File: config.mk
export PLATFORM = sky130hd
export DESIGN_NAME = cbx_exec
export DESIGN_NICKNAME = d
export VERILOG_FILES = /design/src/hw/cbx_exec.v
export VERILOG_INCLUDE_DIRS = /design/src /design/src/hw
export SDC_FILE = /design/constraint.sdc
export NUM_CORES = 2
export LEC_CHECK = 0
export BUFFER_PORTS_ARGS = -buffer_cell sky130_fd_sc_hd__buf_2
export CORE_UTILIZATION = 39
export DETAILED_ROUTE_END_ITERATION = 8
export PLACE_DENSITY_LB_ADDON = 0.15
export SLEW_MARGIN = 20
export SYNTH_ARGS = -nofsm -noshare
export SYNTH_HDL_FRONTEND = slang
export SYNTH_SLANG_ARGS = --single-unit
File: constraint.sdc
create_clock -name core_clk -period 99.1 [get_ports core_clk]
set_input_delay 14.865 -clock core_clk [delete_from_list [all_inputs] [get_ports core_clk]]
set_output_delay 14.865 -clock core_clk [all_outputs]
set_load 0.02 [all_outputs]
File: src/hw/cbx_defines.vh
`ifndef CBX_DEFINES_VH
`define CBX_DEFINES_VH
// Operation codes
`define CBX_OP_ADD      6'h00
`define CBX_OP_ADC      6'h01
`define CBX_OP_SUB      6'h02
`define CBX_OP_SBC      6'h03
`define CBX_OP_AND      6'h04
`define CBX_OP_OR       6'h05
`define CBX_OP_XOR      6'h06
`define CBX_OP_CMP      6'h07
`define CBX_OP_MULS     6'h08
`define CBX_OP_MULU     6'h09
`define CBX_OP_DIVS     6'h0A
`define CBX_OP_QUOTIENT_UNSIGNED     6'h0B
`define CBX_OP_INC      6'h0C
`define CBX_OP_DEC      6'h0D
`define CBX_OP_BCD      6'h0E
`define CBX_OP_ONES     6'h0F
`define CBX_OP_NEG      6'h10
`define CBX_OP_SEXT     6'h11
`define CBX_OP_WADD     6'h12
`define CBX_OP_WSUB     6'h13
`define CBX_OP_WCMP     6'h14
`define CBX_OP_WMULS    6'h15
`define CBX_OP_WMULU    6'h16
`define CBX_OP_WDIVS    6'h17
`define CBX_OP_WDIVU    6'h18
`define CBX_OP_WSEXT    6'h19
`define CBX_OP_WINC     6'h1A
`define CBX_OP_WDEC     6'h1B
`define CBX_OP_XADD     6'h1C
`define CBX_OP_XADC     6'h1D
`define CBX_OP_XSBC     6'h1E
`define CBX_OP_XADDA    6'h1F
`define CBX_OP_WNEG     6'h20
// Block operation: bit0 down, bit1 repeat, bit2 search
`define CBX_BLK_DOWN    0
`define CBX_BLK_RUN     1
`define CBX_BLK_SRCH    2
// Flag positions
`define CBX_F_C         0
`define CBX_F_N         1
`define CBX_F_PV        2
`define CBX_F_H         4
`define CBX_F_Z         6
`define CBX_F_S         7
`define CBX_BUF_DEPTH   2
`endif

File: src/hw/cbx_exec.v
// Contract
// (RQ1) Block copy/search, 16-bit length up to 65536
// (RQ2) Increment and decrement forms of each
// (RQ3) Repeat until count zero or match
// (RQ4) Step form: one unit, count minus one
// (RQ5) counter_pair length, pointers, accumulator search byte
// (RQ6) Repeat interruptible between iterations, restartable state
// (RQ7) Byte two-operand ops use accumulator plus operand
// (RQ8) Byte products to primary_pair, others accumulator
// (RQ9) Signed and unsigned byte division provided
// (RQ10) Byte inc/dec written back to operand
// (RQ11) Decimal adjust, complements act on accumulator only; WNEG negates primary_pair
// (RQ12) Byte sign widen accumulator into primary_pair
// (RQ13) Byte ops set flags except sign widen
// (RQ14) Only divides raise exceptions
// (RQ15) Word add/adc/sbc onto addressing register
// (RQ16) Word inc/dec on register or memory word
// (RQ17) Accumulator added as signed index
// (RQ18) Word ops use primary_pair plus operand
// (RQ19) Word product: secondary high, primary low
// (RQ20) Word divide 32/16, quotient primary, remainder secondary
// (RQ21) Word sign widen primary into secondary
// (RQ22) Word ops set flags except inc/dec/widen; XADDA sets no flags
// (RQ23) Divide fault on zero divisor or overflow
// (RQ24) Byte divide: primary_pair dividend, quotient accumulator
`timescale 1ns/1ps
`include "cbx_defines.vh"
`default_nettype none
module cbx_exec (
   input  wire        core_clk,
   input  wire        reset,
   input  wire        alu_req,
   input  wire [5:0]  alu_op,
   input  wire [15:0] alu_operand,
   input  wire [15:0] alu_xreg,
   output reg         alu_done,
   output reg         div_fault,
   output reg         alu_dst_xreg,
   output reg         alu_dst_opnd,
   output reg  [15:0] alu_opnd_out,
   input  wire        blk_req,
   input  wire [2:0]  blk_op,
   input  wire        irq_pending,
   output reg         blk_done,
   output reg         blk_irq_exit,
   output reg         blk_matched,
   output reg         mem_rd,
   output reg         mem_wr,
   output reg  [15:0] mem_addr,
   output reg  [7:0]  mem_wdata,
   input  wire        mem_ack,
   input  wire [7:0]  mem_rdata,
   output reg  [7:0]  acc_q,
   output reg  [7:0]  flags_q,
   output reg  [15:0] counter_pair_q,
   output reg  [15:0] secondary_pair_q,
   output reg  [15:0] primary_pair_q,
   input  wire        load_en,
   input  wire [7:0]  load_acc,
   input  wire [7:0]  load_flags,
   input  wire [15:0] load_counter,
   input  wire [15:0] load_secondary,
   input  wire [15:0] load_primary
);
   localparam ST_IDLE = 3'h0;
   localparam ST_RD   = 3'h1;
   localparam ST_BUF  = 3'h2;
   localparam ST_WR   = 3'h3;
   localparam ST_STEP = 3'h4;
   reg  [2:0]  st_q;
   reg  [2:0]  bop_q;
   // Two-entry buffer between read and write
   reg  [7:0]  buf_q [0:1];
   reg         wp_q;
   reg         rp_q;
   reg  [1:0]  cnt_q;
   wire        buf_full  = (cnt_q == 2'h2);
   wire        buf_empty = (cnt_q == 2'h0);
   wire [7:0]  buf_head  = buf_q[rp_q];
   function [7:0] flg8;
      input [7:0] r;
      input       c, n, v, h;
      begin
         flg8 = 8'h00;
         flg8[`CBX_F_S]  = r[7];
         flg8[`CBX_F_Z]  = (r == 8'h00);
         flg8[`CBX_F_C]  = c;
         flg8[`CBX_F_N]  = n;
         flg8[`CBX_F_PV] = v;
         flg8[`CBX_F_H]  = h;
      end
   endfunction
   // Byte datapath
   wire        cin = flags_q[`CBX_F_C];
   wire [7:0]  bop = alu_operand[7:0];
   wire [8:0]  b_add = {1'b0, acc_q} + {1'b0, bop} + {8'h00, (alu_op == `CBX_OP_ADC) & cin};
   wire [8:0]  b_sub = {1'b0, acc_q} - {1'b0, bop} - {8'h00, (alu_op == `CBX_OP_SBC) & cin};
   wire [15:0] b_mulu = {8'h00, acc_q} * {8'h00, bop};
   wire signed [15:0] b_muls = $signed({{8{acc_q[7]}}, acc_q}) * $signed({{8{bop[7]}}, bop});
   wire [15:0] b_dvs = primary_pair_q[15] ? (16'h0000 - primary_pair_q) : primary_pair_q;
   wire [7:0]  b_dsr = bop[7] ? (8'h00 - bop) : bop;
   wire        b_sgn = (alu_op == `CBX_OP_DIVS);
   wire [15:0] b_num = b_sgn ? b_dvs : primary_pair_q;
   wire [7:0]  b_den = b_sgn ? b_dsr : bop;
   wire [15:0] b_q   = (b_den == 8'h00) ? 16'h0000 : b_num / {8'h00, b_den};
   wire [15:0] b_r   = (b_den == 8'h00) ? 16'h0000 : b_num % {8'h00, b_den};
   wire        b_qneg = primary_pair_q[15] ^ bop[7];
   wire [7:0]  b_qs  = b_qneg ? (8'h00 - b_q[7:0]) : b_q[7:0];
   wire [7:0]  b_rs  = primary_pair_q[15] ? (8'h00 - b_r[7:0]) : b_r[7:0];
   wire        b_ovf = b_sgn ? ((b_q > 16'h0080) || (b_q == 16'h0080 && !b_qneg)) : (b_q[15:8] != 8'h00);
   // Word datapath
   wire [16:0] w_add = {1'b0, primary_pair_q} + {1'b0, alu_operand};
   wire [16:0] w_sub = {1'b0, primary_pair_q} - {1'b0, alu_operand};
   wire [31:0] w_mulu = {16'h0000, primary_pair_q} * {16'h0000, alu_operand};
   wire signed [31:0] w_muls = $signed({{16{primary_pair_q[15]}}, primary_pair_q})
                             * $signed({{16{alu_operand[15]}}, alu_operand});
   wire [31:0] w_dvd  = {secondary_pair_q, primary_pair_q};
   wire        w_sgn  = (alu_op == `CBX_OP_WDIVS);
   wire [31:0] w_num  = (w_sgn & w_dvd[31]) ? (32'h00000000 - w_dvd) : w_dvd;
   wire [15:0] w_den  = (w_sgn & alu_operand[15]) ? (16'h0000 - alu_operand) : alu_operand;
   wire [31:0] w_q    = (w_den == 16'h0000) ? 32'h00000000 : w_num / {16'h0000, w_den};
   wire [31:0] w_r    = (w_den == 16'h0000) ? 32'h00000000 : w_num % {16'h0000, w_den};
   wire        w_qneg = w_dvd[31] ^ alu_operand[15];
   wire        w_ovf  = w_sgn ? ((w_q > 32'h00008000) || (w_q == 32'h00008000 && !w_qneg))
                              : (w_q[31:16] != 16'h0000);
   wire [16:0] x_adc  = {1'b0, alu_xreg} + {1'b0, alu_operand} + {16'h0000, (alu_op == `CBX_OP_XADC) & cin};
   wire [16:0] x_sbc  = {1'b0, alu_xreg} - {1'b0, alu_operand} - {16'h0000, cin};
   // Bcd fixup correction
   wire [7:0]  bcd_c  = {((acc_q > 8'h99) | cin) ? 4'h6 : 4'h0,
                         ((acc_q[3:0] > 4'h9) | flags_q[`CBX_F_H]) ? 4'h6 : 4'h0};
   wire [7:0]  bcd_r  = flags_q[`CBX_F_N] ? (acc_q - bcd_c) : (acc_q + bcd_c);
   wire [15:0] w_neg  = 16'h0000 - primary_pair_q;
   wire        blk_down = bop_q[`CBX_BLK_DOWN];
   wire        blk_srch = bop_q[`CBX_BLK_SRCH];
   wire [15:0] cnt_nx   = counter_pair_q - 16'h0001;
   wire [15:0] hl_nx    = blk_down ? (primary_pair_q - 16'h0001) : (primary_pair_q + 16'h0001);
   wire [15:0] de_nx    = blk_down ? (secondary_pair_q - 16'h0001) : (secondary_pair_q + 16'h0001);
   wire        buf_push = (st_q == ST_RD) & mem_ack & !blk_srch & !buf_full;
   wire        buf_pop  = (st_q == ST_WR) & mem_ack & !buf_empty;
   always @(posedge core_clk or posedge reset) begin
      if (reset) begin
         wp_q <= 1'b0;
         rp_q <= 1'b0;
         cnt_q <= 2'h0;
         buf_q[0] <= 8'h00;
         buf_q[1] <= 8'h00;
      end else begin
         if (buf_push) begin
            buf_q[wp_q] <= mem_rdata;
            wp_q <= ~wp_q;
         end
         if (buf_pop) begin
            rp_q <= ~rp_q;
         end
         cnt_q <= cnt_q + {1'b0, buf_push} - {1'b0, buf_pop};
      end
   end
   always @(posedge core_clk or posedge reset) begin
      if (reset) begin
         st_q <= ST_IDLE;
         bop_q <= 3'h0;
         acc_q <= 8'h00;
         flags_q <= 8'h00;
         counter_pair_q <= 16'h0000;
         secondary_pair_q <= 16'h0000;
         primary_pair_q <= 16'h0000;
         alu_done <= 1'b0;
         div_fault <= 1'b0;
         alu_dst_xreg <= 1'b0;
         alu_dst_opnd <= 1'b0;
         alu_opnd_out <= 16'h0000;
         blk_done <= 1'b0;
         blk_irq_exit <= 1'b0;
         blk_matched <= 1'b0;
         mem_rd <= 1'b0;
         mem_wr <= 1'b0;
         mem_addr <= 16'h0000;
         mem_wdata <= 8'h00;
      end else begin
         alu_done <= 1'b0;
         div_fault <= 1'b0;
         alu_dst_xreg <= 1'b0;
         alu_dst_opnd <= 1'b0;
         blk_done <= 1'b0;
         blk_irq_exit <= 1'b0;
         if (load_en && st_q == ST_IDLE) begin
            acc_q <= load_acc;
            flags_q <= load_flags;
            counter_pair_q <= load_counter;
            secondary_pair_q <= load_secondary;
            primary_pair_q <= load_primary;
         end else if (alu_req && st_q == ST_IDLE) begin
            alu_done <= 1'b1;
            // (RQ7) Accumulator with operand
            case (alu_op)
               `CBX_OP_ADD, `CBX_OP_ADC: begin
                  acc_q <= b_add[7:0];
                  flags_q <= flg8(b_add[7:0], b_add[8], 1'b0,
                     (acc_q[7] == bop[7]) && (b_add[7] != acc_q[7]), b_add[4] ^ acc_q[4] ^ bop[4]);
               end
               `CBX_OP_SUB, `CBX_OP_SBC, `CBX_OP_CMP: begin
                  if (alu_op != `CBX_OP_CMP)
                     acc_q <= b_sub[7:0];
                  flags_q <= flg8(b_sub[7:0], b_sub[8], 1'b1,
                     (acc_q[7] != bop[7]) && (b_sub[7] != acc_q[7]), b_sub[4] ^ acc_q[4] ^ bop[4]);
               end
               `CBX_OP_AND: begin
                  acc_q <= acc_q & bop;
                  flags_q <= flg8(acc_q & bop, 1'b0, 1'b0, ~^(acc_q & bop), 1'b1);
               end
               `CBX_OP_OR: begin
                  acc_q <= acc_q | bop;
                  flags_q <= flg8(acc_q | bop, 1'b0, 1'b0, ~^(acc_q | bop), 1'b0);
               end
               `CBX_OP_XOR: begin
                  acc_q <= acc_q ^ bop;
                  flags_q <= flg8(acc_q ^ bop, 1'b0, 1'b0, ~^(acc_q ^ bop), 1'b0);
               end
               // (RQ8) Byte products to primary_pair
               `CBX_OP_MULU: begin
                  primary_pair_q <= b_mulu;
                  flags_q <= flg8(b_mulu[15:8], b_mulu[15:8] != 8'h00, 1'b0, 1'b0, 1'b0);
               end
               `CBX_OP_MULS: begin
                  primary_pair_q <= b_muls;
                  flags_q <= flg8(b_muls[15:8], b_muls[15:8] != {8{b_muls[7]}}, 1'b0, 1'b0, 1'b0);
               end
               // (RQ9) (RQ14) (RQ23) (RQ24) Byte divide
               `CBX_OP_DIVS, `CBX_OP_QUOTIENT_UNSIGNED: begin
                  if (b_den == 8'h00 || b_ovf) begin
                     div_fault <= 1'b1;
                     flags_q <= flg8(8'h00, 1'b0, 1'b0, 1'b1, 1'b0);
                  end else begin
                     acc_q <= b_sgn ? b_qs : b_q[7:0];
                     primary_pair_q[7:0] <= b_sgn ? b_rs : b_r[7:0];
                     flags_q <= flg8(b_sgn ? b_qs : b_q[7:0], 1'b0, 1'b0, 1'b0, 1'b0);
                  end
               end
               // (RQ10) Inc/dec written back
               `CBX_OP_INC: begin
                  alu_dst_opnd <= 1'b1;
                  alu_opnd_out <= {8'h00, bop + 8'h01};
                  flags_q <= flg8(bop + 8'h01, cin, 1'b0, bop == 8'h7F, bop[3:0] == 4'hF);
               end
               `CBX_OP_DEC: begin
                  alu_dst_opnd <= 1'b1;
                  alu_opnd_out <= {8'h00, bop - 8'h01};
                  flags_q <= flg8(bop - 8'h01, cin, 1'b1, bop == 8'h80, bop[3:0] == 4'h0);
               end
               // (RQ11) Accumulator only ops
               `CBX_OP_BCD: begin
                  acc_q <= bcd_r;
                  flags_q <= flg8(bcd_r, cin | (acc_q > 8'h99), flags_q[`CBX_F_N], ~^bcd_r, 1'b0);
               end
               `CBX_OP_ONES: begin
                  acc_q <= ~acc_q;
                  flags_q <= flags_q | 8'h12;
               end
               `CBX_OP_NEG: begin
                  acc_q <= 8'h00 - acc_q;
                  flags_q <= flg8(8'h00 - acc_q, acc_q != 8'h00, 1'b1, acc_q == 8'h80, acc_q[3:0] != 4'h0);
               end
               // (RQ12) (RQ13) Sign widen, flags kept
               `CBX_OP_SEXT: primary_pair_q <= {{8{acc_q[7]}}, acc_q};
               // (RQ18) (RQ22) Word ops on primary_pair
               `CBX_OP_WADD: begin
                  primary_pair_q <= w_add[15:0];
                  flags_q <= flg8(w_add[15:8], w_add[16], 1'b0,
                     (primary_pair_q[15] == alu_operand[15]) && (w_add[15] != primary_pair_q[15]), 1'b0)
                     & ~8'h40 | {1'b0, w_add[15:0] == 16'h0000, 6'h00};
               end
               `CBX_OP_WSUB, `CBX_OP_WCMP: begin
                  if (alu_op == `CBX_OP_WSUB)
                     primary_pair_q <= w_sub[15:0];
                  flags_q <= flg8(w_sub[15:8], w_sub[16], 1'b1,
                     (primary_pair_q[15] != alu_operand[15]) && (w_sub[15] != primary_pair_q[15]), 1'b0)
                     & ~8'h40 | {1'b0, w_sub[15:0] == 16'h0000, 6'h00};
               end
               // (RQ19) Word product split
               `CBX_OP_WMULU: begin
                  {secondary_pair_q, primary_pair_q} <= w_mulu;
                  flags_q <= flg8(w_mulu[31:24], w_mulu[31:16] != 16'h0000, 1'b0, 1'b0, 1'b0);
               end
               `CBX_OP_WMULS: begin
                  {secondary_pair_q, primary_pair_q} <= w_muls;
                  flags_q <= flg8(w_muls[31:24], w_muls[31:16] != {16{w_muls[15]}}, 1'b0, 1'b0, 1'b0);
               end
               // (RQ20) (RQ23) Word divide
               `CBX_OP_WDIVS, `CBX_OP_WDIVU: begin
                  if (w_den == 16'h0000 || w_ovf) begin
                     div_fault <= 1'b1;
                     flags_q <= flg8(8'h00, 1'b0, 1'b0, 1'b1, 1'b0);
                  end else begin
                     primary_pair_q <= (w_sgn & w_qneg) ? (16'h0000 - w_q[15:0]) : w_q[15:0];
                     secondary_pair_q <= (w_sgn & w_dvd[31]) ? (16'h0000 - w_r[15:0]) : w_r[15:0];
                     flags_q <= flg8(w_q[15:8], 1'b0, 1'b0, 1'b0, 1'b0);
                  end
               end
               // (RQ21) Word sign widen
               `CBX_OP_WSEXT: secondary_pair_q <= {16{primary_pair_q[15]}};
               `CBX_OP_WNEG: begin
                  primary_pair_q <= w_neg;
                  flags_q <= flg8(w_neg[15:8], primary_pair_q != 16'h0000, 1'b1, primary_pair_q == 16'h8000, 1'b0)
                     & ~8'h40 | {1'b0, w_neg == 16'h0000, 6'h00};
               end
               // (RQ16) Word inc/dec, flags kept
               `CBX_OP_WINC: begin
                  alu_dst_opnd <= 1'b1;
                  alu_opnd_out <= alu_operand + 16'h0001;
               end
               `CBX_OP_WDEC: begin
                  alu_dst_opnd <= 1'b1;
                  alu_opnd_out <= alu_operand - 16'h0001;
               end
               // (RQ15) Addressing register result
               `CBX_OP_XADD, `CBX_OP_XADC: begin
                  alu_dst_xreg <= 1'b1;
                  alu_opnd_out <= x_adc[15:0];
                  flags_q[`CBX_F_C] <= x_adc[16];
               end
               `CBX_OP_XSBC: begin
                  alu_dst_xreg <= 1'b1;
                  alu_opnd_out <= x_sbc[15:0];
                  flags_q <= flg8(x_sbc[15:8], x_sbc[16], 1'b1, 1'b0, 1'b0)
                     & ~8'h40 | {1'b0, x_sbc[15:0] == 16'h0000, 6'h00};
               end
               // (RQ17) Signed byte index
               `CBX_OP_XADDA: begin
                  alu_dst_xreg <= 1'b1;
                  alu_opnd_out <= alu_xreg + {{8{acc_q[7]}}, acc_q};
               end
               default: alu_done <= 1'b1;
            endcase
         end else begin
            case (st_q)
               ST_IDLE: begin
                  if (blk_req) begin
                     // (RQ5) (RQ1) Pointers and 16-bit count
                     bop_q <= blk_op;
                     blk_matched <= 1'b0;
                     st_q <= ST_RD;
                     mem_rd <= 1'b1;
                     mem_addr <= primary_pair_q;
                  end
               end
               ST_RD: begin
                  if (mem_ack && (blk_srch || !buf_full)) begin
                     mem_rd <= 1'b0;
                     st_q <= blk_srch ? ST_STEP : ST_BUF;
                     if (blk_srch) begin
                        blk_matched <= (mem_rdata == acc_q);
                        flags_q <= flg8(acc_q - mem_rdata, cin, 1'b1, cnt_nx != 16'h0000, 1'b0);
                     end
                  end
               end
               ST_BUF: begin
                  mem_wr <= 1'b1;
                  mem_addr <= secondary_pair_q;
                  mem_wdata <= buf_head;
                  st_q <= ST_WR;
               end
               ST_WR: begin
                  if (mem_ack) begin
                     mem_wr <= 1'b0;
                     st_q <= ST_STEP;
                     flags_q[`CBX_F_PV] <= (cnt_nx != 16'h0000);
                     flags_q[`CBX_F_N] <= 1'b0;
                     flags_q[`CBX_F_H] <= 1'b0;
                  end
               end
               default: begin
                  // (RQ2) (RQ4) One unit, pointers stepped
                  counter_pair_q <= cnt_nx;
                  primary_pair_q <= hl_nx;
                  if (!blk_srch)
                     secondary_pair_q <= de_nx;
                  // (RQ3) Repeat until zero or match
                  if (!bop_q[`CBX_BLK_RUN] || cnt_nx == 16'h0000 || (blk_srch && blk_matched)) begin
                     blk_done <= 1'b1;
                     st_q <= ST_IDLE;
                  end else if (irq_pending) begin
                     // (RQ6) Exit between iterations
                     blk_irq_exit <= 1'b1;
                     st_q <= ST_IDLE;
                  end else begin
                     mem_rd <= 1'b1;
                     mem_addr <= hl_nx;
                     st_q <= ST_RD;
                  end
               end
            endcase
         end
      end
   end
endmodule // cbx_exec
`default_nettype wire

==> metrics.csv <==
stage;metric;value;unit
status;status;complete, but fails checks;
status;failed_checks;setup timing;
die;rows;150;
die;die_area;170000;um2
sta;setup_slack;-1670;ps
global_route;grt_pass1_vias;71700;
placement;io_buffer_count;232;
run;drv_cap;0;
layout;n_fill_cell;16100;
sta;fin_skew;18.2;ps
global_route;grt-ovfl-total;0;
synthesis;yosys_warnings;0;
critical_path;reg2reg_from;primary_pair_q[0];
critical_path;cp-startpoint;alu_operand[1];
placement;dp_hpwl;245000;um
routing;drc;0;
sta;maxSlewViolCount;0;
sta;setup_viol;36;
critical_path;crit_family;compound AO/OA/AOI/OAI gates;
die;die_w;412;um
sta;tightest_slew;1200;ps
synthesis;syn_avg_cell_area;7.65;um2
synthesis;synth_ff_type;dfrtp_1;
critical_path;ff2ff_setup_slack;11370;ps
critical_path;crit_cells;490;
critical_path;end_kind;flop;
global_route;gr-usage-all-layers;34.9;%
cts;clock_latency;500;ps
sta;hold_viol_final;0;
layout;layout_commonest_cell;buf_4;
routing;wl_per_cell;24.4;um
sta;slew_headroom;19.6;%
cts;clockRootBuffer;clkbuf_16;
die;core_area;167000;um2
sta;max_freq;9.92;MHz
routing;ant_nets;0;
die;die_h;412;um
critical_path;crit_arrival;101170;ps
synthesis;synth_top_area_share;17.6;%
layout;multi_input_area;61400;um2
cts;clk_pin_slew;70;ps
hold_path;whs_endpoint;buf_q[1];
layout;layout_common_cells;buf_4, ha_1, inv_1;
routing;drtPass1Iterations;6;
synthesis;ys_ff_latch;139;
critical_path;crit_buf_inv;55;
cts;clock_sinks;139;
critical_path;worstSetupPathType;primary input to flop;
routing;routed_wl;307000;um
critical_path;required;99490;ps
critical_path;critPathSlowestCell;or4_4;
synthesis;synthesis.nets;10100;
cts;cts_tree;built;
layout;layout-drive-gt1-share;28.4;%
hold_path;worstHoldStart;buf_q[1];
global_route;grt_first_pass_wirelength;450000;um
die;initial_utilization;39.3;%
layout;syn_to_final_growth;31.7;%
layout;register_area;3480;um2
cts;htreeDepth;4;
die;io_pins;233;
critical_path;cp_slowest_stage_delay;550;ps
cts;cts_buffers;17;
synthesis;seq_area_frac_synth;5.30;%
sta;fin_crit_sh;102;%
placement;routabilityCongestion;1.06;
hold_path;holdPathStages;2;
placement;dpl_cell_area;81200;um2
global_route;antenna_found_initial;9;
synthesis;syn-instance-count;8584;
routing;drt_iter0_markers;5923;
synthesis;synth_top_cell_by_area;ha_1;
synthesis;synth_edf_count;0;
cts;cts_buffer_depth;2;
critical_path;cp_common_cell;o21a_1;
routing;via_per_inst;5.86;
synthesis;async_reset_ff_share;100;%
critical_path;critPathMaxFanout;16;
sta;period_minus_slack;100770;ps
critical_path;critPathLaunchType;primary input;
critical_path;worstRegToRegCells;480;
hold_path;hp-class;flop to flop;
synthesis;ys_types;138;
critical_path;r2r-end;secondary_pair_q[7];
synthesis;synth_area_leaders;ha_1, fa_1, dfrtp_1, xnor2_1, nor2_1;
layout;final_nets;11900;
sta;rsz0062_at_grt;true;
layout;design_area;86500;um2
routing;vias;73700;
synthesis;netlist_area;65700;um2
global_route;grt_max_degree;78;
[final cells by class]
class	instances	area share, %
multi-input combinational	7348	71.0
timing repair buffer	2078	17.7
sequential	139	4.02
inverter	769	3.38
tap	2204	3.19
clock buffer	17	0.492
clock inverter	15	0.227
antenna	6	0.0174
[cells in the mapped netlist (all sizes together) (39+ instances only)]
cell / n
nor4: 78
o21ai: 410
xor2: 185
nand2: 743
xnor2: 390
a22oi: 46
a221oi: 53
nand4: 93
o31ai: 165
fa: 467
or3: 65
and3: 39
clkbuf: 211
nor2: 779
a31oi: 79
inv: 762
o21a: 317
and2: 122
or2: 86
a21oi: 570
nor2b: 71
o22ai: 57
nand2b: 81
buf: 117
a21o: 142
a211oi: 50
mux2: 154
dfrtp: 139
o21bai: 113
mux2i: 67
nor3: 385
ha: 924
nand3: 136
o211ai: 64
[per-stage QoR]
stage          cells  hold slack [ps]  setup slack [ps]  setup TNS, ps  util [%]
3_5_place_dp   12300              473             -3810        -132790      48.5
4_1_cts        12400              490              -924         -29220      50.2
2_1_floorplan   8584              450             -5580        -190000         -
6_report       12600              485             -1670         -54620      51.7
5_1_grt        12600              514             -5580        -196790      51.7
3_3_place_gp   12300              464             -2250         -74280      48.5
[how the worst max path moves through the flow]
stage                                 endpoint  slack [ps]
after floorplan           secondary_pair_q[12]       -5580
after global placement     secondary_pair_q[4]       -2250
after detailed placement   secondary_pair_q[4]       -3810
after CTS                 secondary_pair_q[12]        -920
after global routing      secondary_pair_q[12]       -5580
final                      secondary_pair_q[7]       -1670
[kinds of logic (layout without fill, tap and decap cells)]
group / Yosys count / in the layout / synth area share (%)
AND/OR/NAND/NOR: 2789 / 2790 / 20.6
buffers and inverters: 1098 / 2879 / 6.63
flip-flops: 139 / 139 / 5.30
other: 0 / 6 / 0
AO/OA/AOI/OAI: 2370 / 2370 / 24.3
multiplexers: 221 / 221 / 3.67
XOR/XNOR: 575 / 575 / 7.67
adder cells (fa/ha/maj): 1392 / 1392 / 31.9
[sequential cells by signal, summed over array words and instances, names as in the netlist, 2 cells and up]
register,count
bop_q,3
mem_wdata,8
flags_q,8
cnt_q,2
st_q,3
counter_pair_q,16
alu_opnd_out,16
acc_q,8
secondary_pair_q,16
primary_pair_q,16
buf_q,16
mem_addr,16
[tightest hold or removal path, cell delays in order, from the launching register on]
cell	delay, ps
dfrtp_1	350
nand2_1	40
o21ai_0	60
[per-layer routing]
metal / wire length [um] / vias up / track usage [%]
li1: - / 34200 / -
met3: 24600 / 657 / 6.04
met1: 131000 / 35900 / 46.0
met5: 47 / - / 0
met2: 135000 / 2928 / 55.3
met4: 16500 / 8 / 15.7
[timing repair]
| item | in CTS | in global routing |
|---|---|---|
| hold buffers | 0 | 0 |
| hold endpoints to repair | 0 | 0 |
| pin swaps | 184 | 199 |
| endpoints found under the setup margin | 36 | 36 |
| cloned | 2 | 2 |
| gates resized for setup | 213 | 284 |
| setup buffers | 149 | 137 |
Power is left out: the tool's default activity adds up to more than one toggle a clock period on the data nets, which glitch-free logic cannot reach.
